==> config.mk <==
export PLATFORM = sky130hd
export DESIGN_NAME = event_timer_16bit
export DESIGN_NICKNAME = d
export VERILOG_FILES = /design/src/hw/event_timer_pkg.sv /design/src/hw/pin_edge_sync.sv /design/src/hw/event_timer_16bit.sv
export VERILOG_INCLUDE_DIRS = /design/src /design/src/hw
export SDC_FILE = /design/constraint.sdc
export NUM_CORES = 1
export LEC_CHECK = 0
export BUFFER_PORTS_ARGS = -buffer_cell sky130_fd_sc_hd__buf_4
export CAP_MARGIN = 20
export CELL_PAD_IN_SITES_DETAIL_PLACEMENT = 0
export CELL_PAD_IN_SITES_GLOBAL_PLACEMENT = 2
export CORE_ASPECT_RATIO = 1.75
export CORE_UTILIZATION = 40
export CTS_CLUSTER_DIAMETER = 150
export DETAILED_ROUTE_END_ITERATION = 10
export GPL_ROUTABILITY_DRIVEN = 1
export HOLD_SLACK_MARGIN = 0.02
export PLACE_DENSITY_LB_ADDON = 0.3
export RECOVER_POWER = 50
export REMOVE_ABC_BUFFERS = 1
export SETUP_SLACK_MARGIN = 0.4
export SYNTH_ARGS = -nofsm -noshare
export SYNTH_HDL_FRONTEND = slang
export SYNTH_SLANG_ARGS = --single-unit
==> constraint.sdc <==
create_clock -name core_clk_i -period 2.2 [get_ports core_clk_i]
set_input_delay 0.11 -clock core_clk_i [delete_from_list [all_inputs] [get_ports core_clk_i]]
set_output_delay 0.11 -clock core_clk_i [all_outputs]
set_load 0.005 [all_outputs]
==> src/hw/event_timer_consts.svh <==
// Constants of the 16-bit event timer: offsets, bit positions, reset values, timing.
// Assumes inclusion by bare name from the package, ahead of the design modules.
`ifndef EVENT_TIMER_CONSTS_SVH
`define EVENT_TIMER_CONSTS_SVH

`define ET_ADDR_COUNT_LOW 2'h0
`define ET_ADDR_COUNT_HIGH 2'h1
`define ET_ADDR_COUNTER_CONTROL 2'h2
`define ET_ADDR_IRQ_CONTROL 2'h3

`define ET_CTRL_MODE_HI_BIT 7
`define ET_CTRL_MODE_LO_BIT 6
`define ET_CTRL_RUN_BIT 4
`define ET_CTRL_EDGE_BIT 3
`define ET_IRQ_ENABLE_BIT 0
`define ET_IRQ_FLAG_BIT 1

`define ET_CTRL_RESET 8'h00
`define ET_IRQ_RESET 8'h00
`define ET_COUNT_RESET 16'h0000
`define ET_COUNT_FULL 16'hFFFF

`define ET_SYS_PERIOD_NS 10
`define ET_INSTR_DIV 4

`endif

==> src/hw/event_timer_pkg.sv <==
// Types shared by the event timer design files.
// Assumes the constants header sits in the include path.
`include "event_timer_consts.svh"

package event_timer_pkg;

  typedef enum logic [1:0] {
    mode_hold_type_e = 2'h0,
    mode_event_e = 2'h1,
    mode_timer_e = 2'h2,
    mode_pulse_e = 2'h3
  } mode_type;

  // Pulse measurement phase, Gray coded along idle -> arm -> measure
  typedef enum logic [1:0] {
    pw_idle = 2'h0,
    pw_armed = 2'h1,
    pw_measure = 2'h3
  } pw_state_type;

  typedef struct packed {
    logic [1:0] addr;
    logic [7:0] wdata;
    logic wr;
    logic rd;
  } bus_req_type;

  typedef struct packed {
    logic rise;
    logic fall;
    logic level;
  } pin_events_type;

endpackage

==> src/hw/pin_edge_sync.sv <==
// Two-flop synchroniser with edge detect for the external timer input.
// Assumes the pin is asynchronous to core_clk_i.
`timescale 1ns/1ps
`default_nettype none

module pin_edge_sync
  import event_timer_pkg::*;
(
  // Clock and reset
  input wire logic core_clk_i,
  input wire logic rstn_i,
  // Pin and events
  input wire logic pin_i,
  output pin_events_type events_o
);

  typedef struct packed {
    logic meta;
    logic sync;
    logic prev;
  } sync_state_type;

  sync_state_type state;
  sync_state_type next_state;

  always_comb begin
    next_state = state;
    next_state.meta = pin_i;
    next_state.sync = state.meta;
    next_state.prev = state.sync;
  end

  always_ff @(posedge core_clk_i or negedge rstn_i) begin
    if (!rstn_i) begin
      state <= '0;
    end else begin
      state <= next_state;
    end
  end

  // Edges only from the second and third stage; meta stays private
  assign events_o.rise = state.sync & ~state.prev;
  assign events_o.fall = ~state.sync & state.prev;
  assign events_o.level = state.sync;

endmodule

`default_nettype wire

==> src/hw/event_timer_16bit.sv <==
// 16-bit event timer: interval timer, event counter, pulse width measurement.
// Assumes a simple strobe register port on core_clk_i and an asynchronous timer pin.
`timescale 1ns/1ps
`default_nettype none

module event_timer_16bit
  import event_timer_pkg::*;
#(
  parameter int COUNT_WIDTH = 16,
  parameter int INSTR_DIV = `ET_INSTR_DIV
)
(
  // Clock and reset
  input wire logic core_clk_i,
  input wire logic rstn_i,
  // Register port
  input wire logic [1:0] addr_i,
  input wire logic [7:0] wdata_i,
  input wire logic wr_i,
  input wire logic rd_i,
  output logic [7:0] rdata_o,
  // External timer pin
  input wire logic timer_pin_i,
  // Interrupt request
  output logic irq_o
);

  localparam int DIV_W = $clog2(INSTR_DIV);

  ////////////////////////////////////////////////////////////////////////////

  typedef struct packed {
    logic [COUNT_WIDTH-1:0] count;
    logic [COUNT_WIDTH-1:0] preload;
    logic [7:0] low_wbuf;
    logic [7:0] low_rlatch;
    logic [7:0] control;
    logic irq_enable;
    logic irq_flag;
    logic [DIV_W-1:0] div;
    pw_state_type pw;
    logic [7:0] rdata;
    logic irq;
  } timer_state_type;

  timer_state_type state;
  timer_state_type next_state;
  pin_events_type pin_ev;
  bus_req_type req;

  assign req.addr = addr_i;
  assign req.wdata = wdata_i;
  assign req.wr = wr_i;
  assign req.rd = rd_i;

  pin_edge_sync u_pin_sync (
    .core_clk_i(core_clk_i),
    .rstn_i(rstn_i),
    .pin_i(timer_pin_i),
    .events_o(pin_ev)
  );

  ////////////////////////////////////////////////////////////////////////////

  mode_type mode;
  logic run_bit;
  logic edge_select;
  logic instr_tick;
  logic active_edge;
  logic idle_edge;
  logic tick;
  logic overflow;
  logic preload_commit;

  assign mode = mode_type'({state.control[`ET_CTRL_MODE_HI_BIT], state.control[`ET_CTRL_MODE_LO_BIT]});
  assign run_bit = state.control[`ET_CTRL_RUN_BIT];
  assign edge_select = state.control[`ET_CTRL_EDGE_BIT];
  assign instr_tick = (state.div == DIV_W'(INSTR_DIV - 1));
  // Pulse mode: active edge is falling for a low pulse, rising for a high one
  assign active_edge = edge_select ? pin_ev.rise : pin_ev.fall;
  assign idle_edge = edge_select ? pin_ev.fall : pin_ev.rise;
  assign preload_commit = req.wr && (req.addr == `ET_ADDR_COUNT_HIGH);

  always_comb begin
    tick = 1'b0;
    if (run_bit) begin
      unique case (mode)
        mode_timer_e: tick = instr_tick;
        mode_event_e: tick = edge_select ? pin_ev.fall : pin_ev.rise;
        mode_pulse_e: tick = instr_tick && (state.pw == pw_measure);
        mode_hold_type_e: tick = 1'b0;
      endcase
    end
  end

  assign overflow = tick && (state.count == `ET_COUNT_FULL);

  ////////////////////////////////////////////////////////////////////////////

  always_comb begin
    next_state = state;
    next_state.div = instr_tick ? '0 : DIV_W'(state.div + 1'b1);

    // Counting; wraps past full into the preload value
    if (tick) begin
      next_state.count = overflow ? state.preload : COUNT_WIDTH'(state.count + 1'b1);
    end

    // Pulse measurement sequencing
    if (mode == mode_pulse_e && run_bit) begin
      unique case (state.pw)
        pw_idle: next_state.pw = pw_armed;
        pw_armed: if (active_edge) next_state.pw = pw_measure;
        pw_measure: begin
          if (idle_edge) begin
            // Run drops so later transitions are ignored until rearmed
            next_state.pw = pw_idle;
            next_state.control[`ET_CTRL_RUN_BIT] = 1'b0;
          end
        end
        default: next_state.pw = pw_idle;
      endcase
    end else begin
      next_state.pw = pw_idle;
    end

    // Register writes
    if (req.wr) begin
      unique case (req.addr)
        `ET_ADDR_COUNT_LOW: next_state.low_wbuf = req.wdata;
        `ET_ADDR_COUNT_HIGH: begin
          next_state.preload = {req.wdata, state.low_wbuf};
        end
        `ET_ADDR_COUNTER_CONTROL: begin
          next_state.control = req.wdata;
          // Software rewrite restarts a pulse measurement from the idle state
          next_state.pw = pw_idle;
        end
        `ET_ADDR_IRQ_CONTROL: begin
          next_state.irq_enable = req.wdata[`ET_IRQ_ENABLE_BIT];
          // Writing one clears the flag
          if (req.wdata[`ET_IRQ_FLAG_BIT]) next_state.irq_flag = 1'b0;
        end
      endcase
    end

    // Preload moves straight in only while stopped
    if (preload_commit && !run_bit) begin
      next_state.count = {req.wdata, state.low_wbuf};
    end

    // Overflow sets the flag; set wins over a same-cycle clear
    if (overflow) next_state.irq_flag = 1'b1;

    // Register reads, data valid one cycle later
    next_state.rdata = 8'h00;
    if (req.rd) begin
      unique case (req.addr)
        `ET_ADDR_COUNT_LOW: next_state.rdata = state.low_rlatch;
        `ET_ADDR_COUNT_HIGH: begin
          next_state.rdata = state.count[15:8];
          next_state.low_rlatch = state.count[7:0];
        end
        `ET_ADDR_COUNTER_CONTROL: next_state.rdata = state.control;
        `ET_ADDR_IRQ_CONTROL: begin
          next_state.rdata = 8'h00;
          next_state.rdata[`ET_IRQ_ENABLE_BIT] = state.irq_enable;
          next_state.rdata[`ET_IRQ_FLAG_BIT] = state.irq_flag;
        end
      endcase
    end

    // Request gated by enable; flag stays visible either way
    next_state.irq = next_state.irq_flag && next_state.irq_enable;
  end

  ////////////////////////////////////////////////////////////////////////////

  always_ff @(posedge core_clk_i or negedge rstn_i) begin
    if (!rstn_i) begin
      state <= '0;
      state.control <= `ET_CTRL_RESET;
      state.count <= `ET_COUNT_RESET;
      state.preload <= `ET_COUNT_RESET;
      state.pw <= pw_idle;
    end else begin
      state <= next_state;
    end
  end

  assign rdata_o = state.rdata;
  assign irq_o = state.irq;

endmodule

`default_nettype wire

==> run metrics, run 1 <==
critical path's largest stage delay 0.39 ns; Pwr per Cell Area 976 mW/mm^2; Final Core Density between 50% and 60%; GPL Wtd Cong approximately 0.94; Routed Antenna Nets 0; synth warn 0; CP arrival ~2.1 ns; Place WS 0.113 ns; synth unique cells 47; Clock Skew roughly 0.0050 ns; DR WL/cell about 19 um; max-slew violation count 0; most common cell after layout, fill and taps aside dfrtp_1; number of DRC markers in iteration 0 around 170; Tot Pwr around 4.4 mW; status finished, final reports clean; core area 0.00867 mm^2; Tot GR Track Use between 20 and 25%; final WL around 9500 um; hold path endpoint mode[0]; pin count of the biggest net entering global routing 41; Worst-path clk slew about 0.05 ns; GRT overflow 0; CP Cell Sequence clkbuf_1 > nand4_1 > nor4_2 > mux2i_1 > nor3_1 > a221o_1; highest-count cells in the layout ignoring fill and taps dfrtp_1, buf_4, nand2_1, mux2_2, mux2i_1; hold depth 2; Slew Limit Headroom 37.9%; CTS buffer count 9; vias per inst 5.45; Post-DP HPWL around 6500 um; Layout Cells excl Fill between 400 and 500; fin crit period approximately 1.9 ns; first-pass GRT wire length approximately 15000 um; crit path capture type flip-flop; Synth Cell Area ~0.0036 mm^2; Buf+Inv Stages, Crit Path 1; worst slew pin tran between 0.9 and 1 ns; CP Class reg -> reg; CTS Buffer Depth 2; initial antenna violation count 0; Nets 389; Starting Density between 40 and 50%; Worst path top cell family by delay simple AND/OR/NAND/NOR gates; CTS H-Tree Depth 3; Worst path slowest cell dfrtp_1; PortBufs 23; DR vias around 2700; Final WS setup 0.276 ns; CTS sink cnt between 70 and 80; R2R cell count 6; R2R Path End state[70]; fmax approximately 520 MHz; EDFF count, synth 0; Seq/Total Area, Yosys between 50% and 60%; die height 127 um; startpoint types flip-flop; top_reg_cell synth dfrtp_1; #FFs+latches synth 74; Max-Cap Viols 0; root buf cell clkbuf_16; crit-path max FO 5; final hold violations 0; CTS tree built; Setup TNS 0 ns; RR Startpoint state[55]; final setup vio count 0; layout cell share with drive strength beyond 1 34.0%; cells after synthesis about 320; # placed instances around 460; RSZ-0062 raised after global routing yes; vias in the first global route 2746; clk_lat worst skew between 0.3 and 0.4 ns; n_diodes 0; final worst path period share around 90%; synth-to-layout area growth 27.0%; slack of the worst reg-to-reg path approximately 0.28 ns; DR pass1 iterations 4; WP data required 2.42 ns; DRC errors left 0; worst min path class in -> reg; DIE AREA about 0.0093 mm^2; # fillers a little over 800; Std-Cell Rows 45; Leak Pwr 1.98 nW; final hold slack between 0.02 and 0.03 ns; Syn Area/Cell between 10 and 15 um^2; number of I/O pins 24; width of the die ~73 um; hold path startpoint wdata_i[6]; Async SR Flop Fraction 100%; worst vdd ir about 0.53 mV; Post-DP Area 0.00398 mm^2; cell area after layout between 0.004 and 0.005 mm^2
where the power goes:
| group | internal, mW | total (mW) | switching [mW] | leakage (nW) |
|---|---|---|---|---|
| Combinational | 0.569 | 1.10 | 0.534 | 0.936 |
| Clock | 0.806 | 1.33 | 0.519 | 0.128 |
| Sequential | 1.70 | 2.00 | 0.298 | 0.913 |
layout make-up:
type                       instances  area [um^2]  area share [%]
inverter                           7         26.3           0.579
sequential                        74         1860            40.9
tap                              117          146            3.22
timing repair buffer              68          519            11.4
clock buffer                      13          260            5.73
multi-input combinational        212         1730            38.2
logic make-up after synthesis:
family,after synthesis,synth area share [%]
xor gates and xnor gates,6,1.47
buffers and inverters,30,4.41
muxes,57,17.9
AOI/OAI and AO/OA,48,9.69
and+or+nand+nor,98,14.0
adders and majority gates,2,0.700
DFF,74,51.8
registers in the layout, summed over array words and instances, names as in the netlist:
name / count
mode: 2
edge_select: 1
state: 58
irq_o: 1
u_pin_sync.next_state: 1
u_pin_sync.state: 1
run_bit: 1
u_pin_sync.events_o: 1
rdata_o: 8
timing repair:
item,CTS,global route
resized for setup,16,26
hold buffers,4,0
pin swaps,7,4
gates cloned,1,1
endpoints found under the setup margin,18,17
setup buffers,4,11
hold endpoints to repair,37,0
metal layers:
| metal | vias up | global-route usage [%] | wire length, um |
|---|---|---|---|
| met5 | - | 0 | 0 |
| met4 | 0 | 11.5 | 307 |
| met3 | 21 | 3.31 | 271 |
| met2 | 53 | 37.8 | 5050 |
| met1 | 1353 | 25.4 | 3880 |
| li1 | 1248 | - | - |
Yosys cell counts, types with 2 or more instances:
cell	count	share of area (%)
a21o_1	2	0.42
a221o_1	6	1.7
a32o_1	2	0.56
and2_1	11	1.9
and3_1	2	0.35
and4_1	3	0.73
buf_2	3	0.42
buf_4	9	1.9
clkbuf_1	9	0.94
dfrtp_1	74	52
ha_1	2	0.70
inv_1	7	0.73
mux2_1	8	2.5
mux2_2	28	8.8
mux2i_1	19	5.3
mux4_2	2	1.3
nand2_1	35	3.7
nand3_1	11	1.5
nand3b_1	3	0.63
nand4_1	5	0.87
nor2_1	10	1.0
nor2b_1	3	0.52
nor3_1	7	0.98
nor4_1	3	0.52
o211ai_1	4	0.84
o21ai_0	16	2.2
o21ai_1	3	0.42
o221ai_1	2	0.49
o311ai_1	4	0.98
xnor2_1	3	0.73
xor2_1	3	0.73
how the worst max path moves through the flow:
stage | slack (ns) | depth (start not counted) | start | end
after floorplan | 0.02 | 6 | state[55] | state[60]
final | 0.28 | 6 | state[55] | state[70]
after global placement | 0.17 | 5 | u_pin_sync.events_o[0] | state[63]
after CTS | 0.37 | 7 | state[56] | state[58]
after global routing | 0.21 | 7 | state[55] | state[64]
after detailed placement | 0.11 | 5 | u_pin_sync.events_o[0] | state[63]
(Power assumes the default switching activity.)
==> inputs of run 2 (changes only) <==
==> constraint.sdc (replaced) <==
create_clock -name core_clk_i -period 1.9 [get_ports core_clk_i]
set_input_delay 0.095 -clock core_clk_i [delete_from_list [all_inputs] [get_ports core_clk_i]]
set_output_delay 0.095 -clock core_clk_i [all_outputs]
set_load 0.005 [all_outputs]
==> run metrics, run 2 (same netlist as run 1, synthesis figures left out) <==
status finished, final reports clean; worst min path class in -> reg; Starting Density 41.2% (unchanged); Sw Share 29.7% (-0.78 points); hold depth 2 (unchanged); final worst path period share 95.4% (+7.9 points); number of DRC markers in iteration 0 121 (-28%); Std-Cell Rows 45 (unchanged); clk_lat worst skew 0.34 ns (about the same); clock share of power 30.5% (+0.6 points); CP arrival 2.03 ns (-0.11 ns); CTS Buffer Depth 2 (unchanged); final hold violations 0 (unchanged); die height 127 um (unchanged); Leak Pwr 2.11 nW (+6.9%); RR Startpoint state[55]; worst vdd ir 0.569 mV (+7.9%); Max-Cap Viols 0 (unchanged); Pwr per Cell Area 1120 mW/mm^2 (+14%); DR WL/cell 17.9 um (-7.6%); GRT overflow 0 (unchanged); GPL Wtd Cong 0.919 (-1.7%); Largest register FFs 58 (unchanged); DIE AREA 0.00934 mm^2 (unchanged); number of I/O pins 24 (unchanged); vias per inst 5.31 (-2.6%); DR vias 2681 (+0.22%); CTS buffer count 9 (unchanged); CTS H-Tree Depth 3 (unchanged); crit-path max FO 6 (+1); PortBufs 23 (unchanged); Worst-path clk slew 0.05 ns (about the same); Post-DP HPWL 6610 um (+1.2%); highest-count cells in the layout ignoring fill and taps dfrtp_1, buf_4, nand2_1, mux2_2, mux2i_1; Layout Cells excl Fill 505 (+2.9%); vias in the first global route 2755 (+0.33%); fin crit period 1.81 ns (-0.112 ns); hold path startpoint wdata_i[7]; fmax 552 MHz (+6.2%); width of the die 73.5 um (unchanged); n_diodes 0 (unchanged); largest register by flop count state; layout cell share with drive strength beyond 1 37.1% (+3.2 points); Nets 400 (+2.8%); Routed Antenna Nets 0 (unchanged); first-pass GRT wire length 14400 um (-1.9%); final setup vio count 0 (unchanged); CP Launch Point state[55]; Gate power share 26.0% (+1.1 points); # placed instances 473 (+3.5%); register share of total power 43.4% (-1.8 points); startpoint types flip-flop; Tot GR Track Use 21.4% (-0.51 points); CTS sink cnt 74 (unchanged); CTS tree built; pin count of the biggest net entering global routing 75 (+83%); WP data required 2.12 ns (-0.30 ns); max-slew violation count 0 (unchanged); DR pass1 iterations 4 (unchanged); RSZ-0062 raised after global routing yes; root buf cell clkbuf_16; core area 0.00867 mm^2 (unchanged); Psw 1.55 mW (+15%); Slew Limit Headroom 31.8% (-6.0 points); synth-to-layout area growth 31.0%; Final Core Density 54.0% (+1.7 points); initial antenna violation count 0 (unchanged); worst slew pin tran 1.02 ns (+0.0907 ns); Clock Skew 0.00830 ns (+0.00331 ns); final WL 9040 um (-5.0%); most common cell after layout, fill and taps aside dfrtp_1; crit path capture type flip-flop; CP Class reg -> reg; Internal 3.67 mW (+19%); R2R cell count 7 (+1); DRC errors left 0 (unchanged)
==> run 2: changes by cell type in the layout (fill, tap and decap cells not counted), sizes merged <==
cell,before,now
buf,47,60
o21a,2,1
clkinv,0,2
dlygate4sd3,4,5
clkbuf,30,29
==> run 2: layout make-up <==
class | count | area (um^2)
flip-flops and latches | 74 | 1850
fillers | 819 | 3990
clock inverters | 2 | 10.0
well taps | 117 | 146
clock buffers | 14 | 274
multi-input cells | 211 | 1750
repair buffers | 80 | 628
inverters | 7 | 26.3
==> run 2: worst max-delay path, stage by stage (launching register included) <==
cell,delay [ns]
dfrtp_1,0.35
ha_2,0.20
nand3_2,0.08
or3_4,0.35
buf_4,0.18
nor3_1,0.20
a211oi_2,0.07
a221o_1,0.26
==> run 2: worst paths after layout <==
| path | endpoint | slack [ns] |
|---|---|---|
| hold / removal | mode[1] | 0.03 |
| setup / recovery | state[55] | 0.09 |
| setup reg to reg | state[55] | 0.09 |
| min in group asynchronous | irq_o | 0.50 |
| hold reg to reg | u_pin_sync.events_o[0] | 0.37 |
| max in group asynchronous | mode[1] | 0.70 |
==> run 2: power by group through the flow <==
stage	Clock (mW)	Combinational (mW)	Sequential, mW
global route	1.68	1.48	2.31
global placement	0	1.24	2.27
floorplan	0	0.636	2.26
finish	1.60	1.36	2.27
detailed placement	0	1.27	2.27
CTS	1.64	1.33	2.26
==> run 2: repair_timing <==
| action | in CTS | in global routing |
|---|---|---|
| pin swaps | 12 | 11 |
| gates resized for setup | 31 | 20 |
| setup buffers | 3 | 8 |
| setup endpoints to repair | 18 | 24 |
| hold buffers | 5 | 0 |
| endpoints found under the hold margin | 78 | 0 |
==> run 2: metal layers <==
layer	share of wire, %	GRT usage (%)	vias up	wire, um
met2	53	36.9	59	4820
met1	39	23.9	1325	3530
li1	-	-	1268	-
met4	5.0	14.5	0	456
met5	0	0	-	0
met3	2.6	2.52	29	236
==> run 2: through the flow <==
step | setup TNS [ns] | total power, mW | setup WS (ns) | area (um^2) | hold slack (ns)
finish | 0 | 5.22 | 0.0881 | 4680 | 0.0275
global route | 0 | 5.47 | 0.0160 | 4680 | 0.0405
CTS | 0 | 5.22 | 0.103 | 4560 | 0.0212
detailed placement | 0 | 3.55 | 0.0181 | 4070 | 0.207
global placement | 0 | 3.51 | 0.00356 | 4070 | 0.207
floorplan | -2.85 | 2.90 | -0.282 | 3440 | -0.201
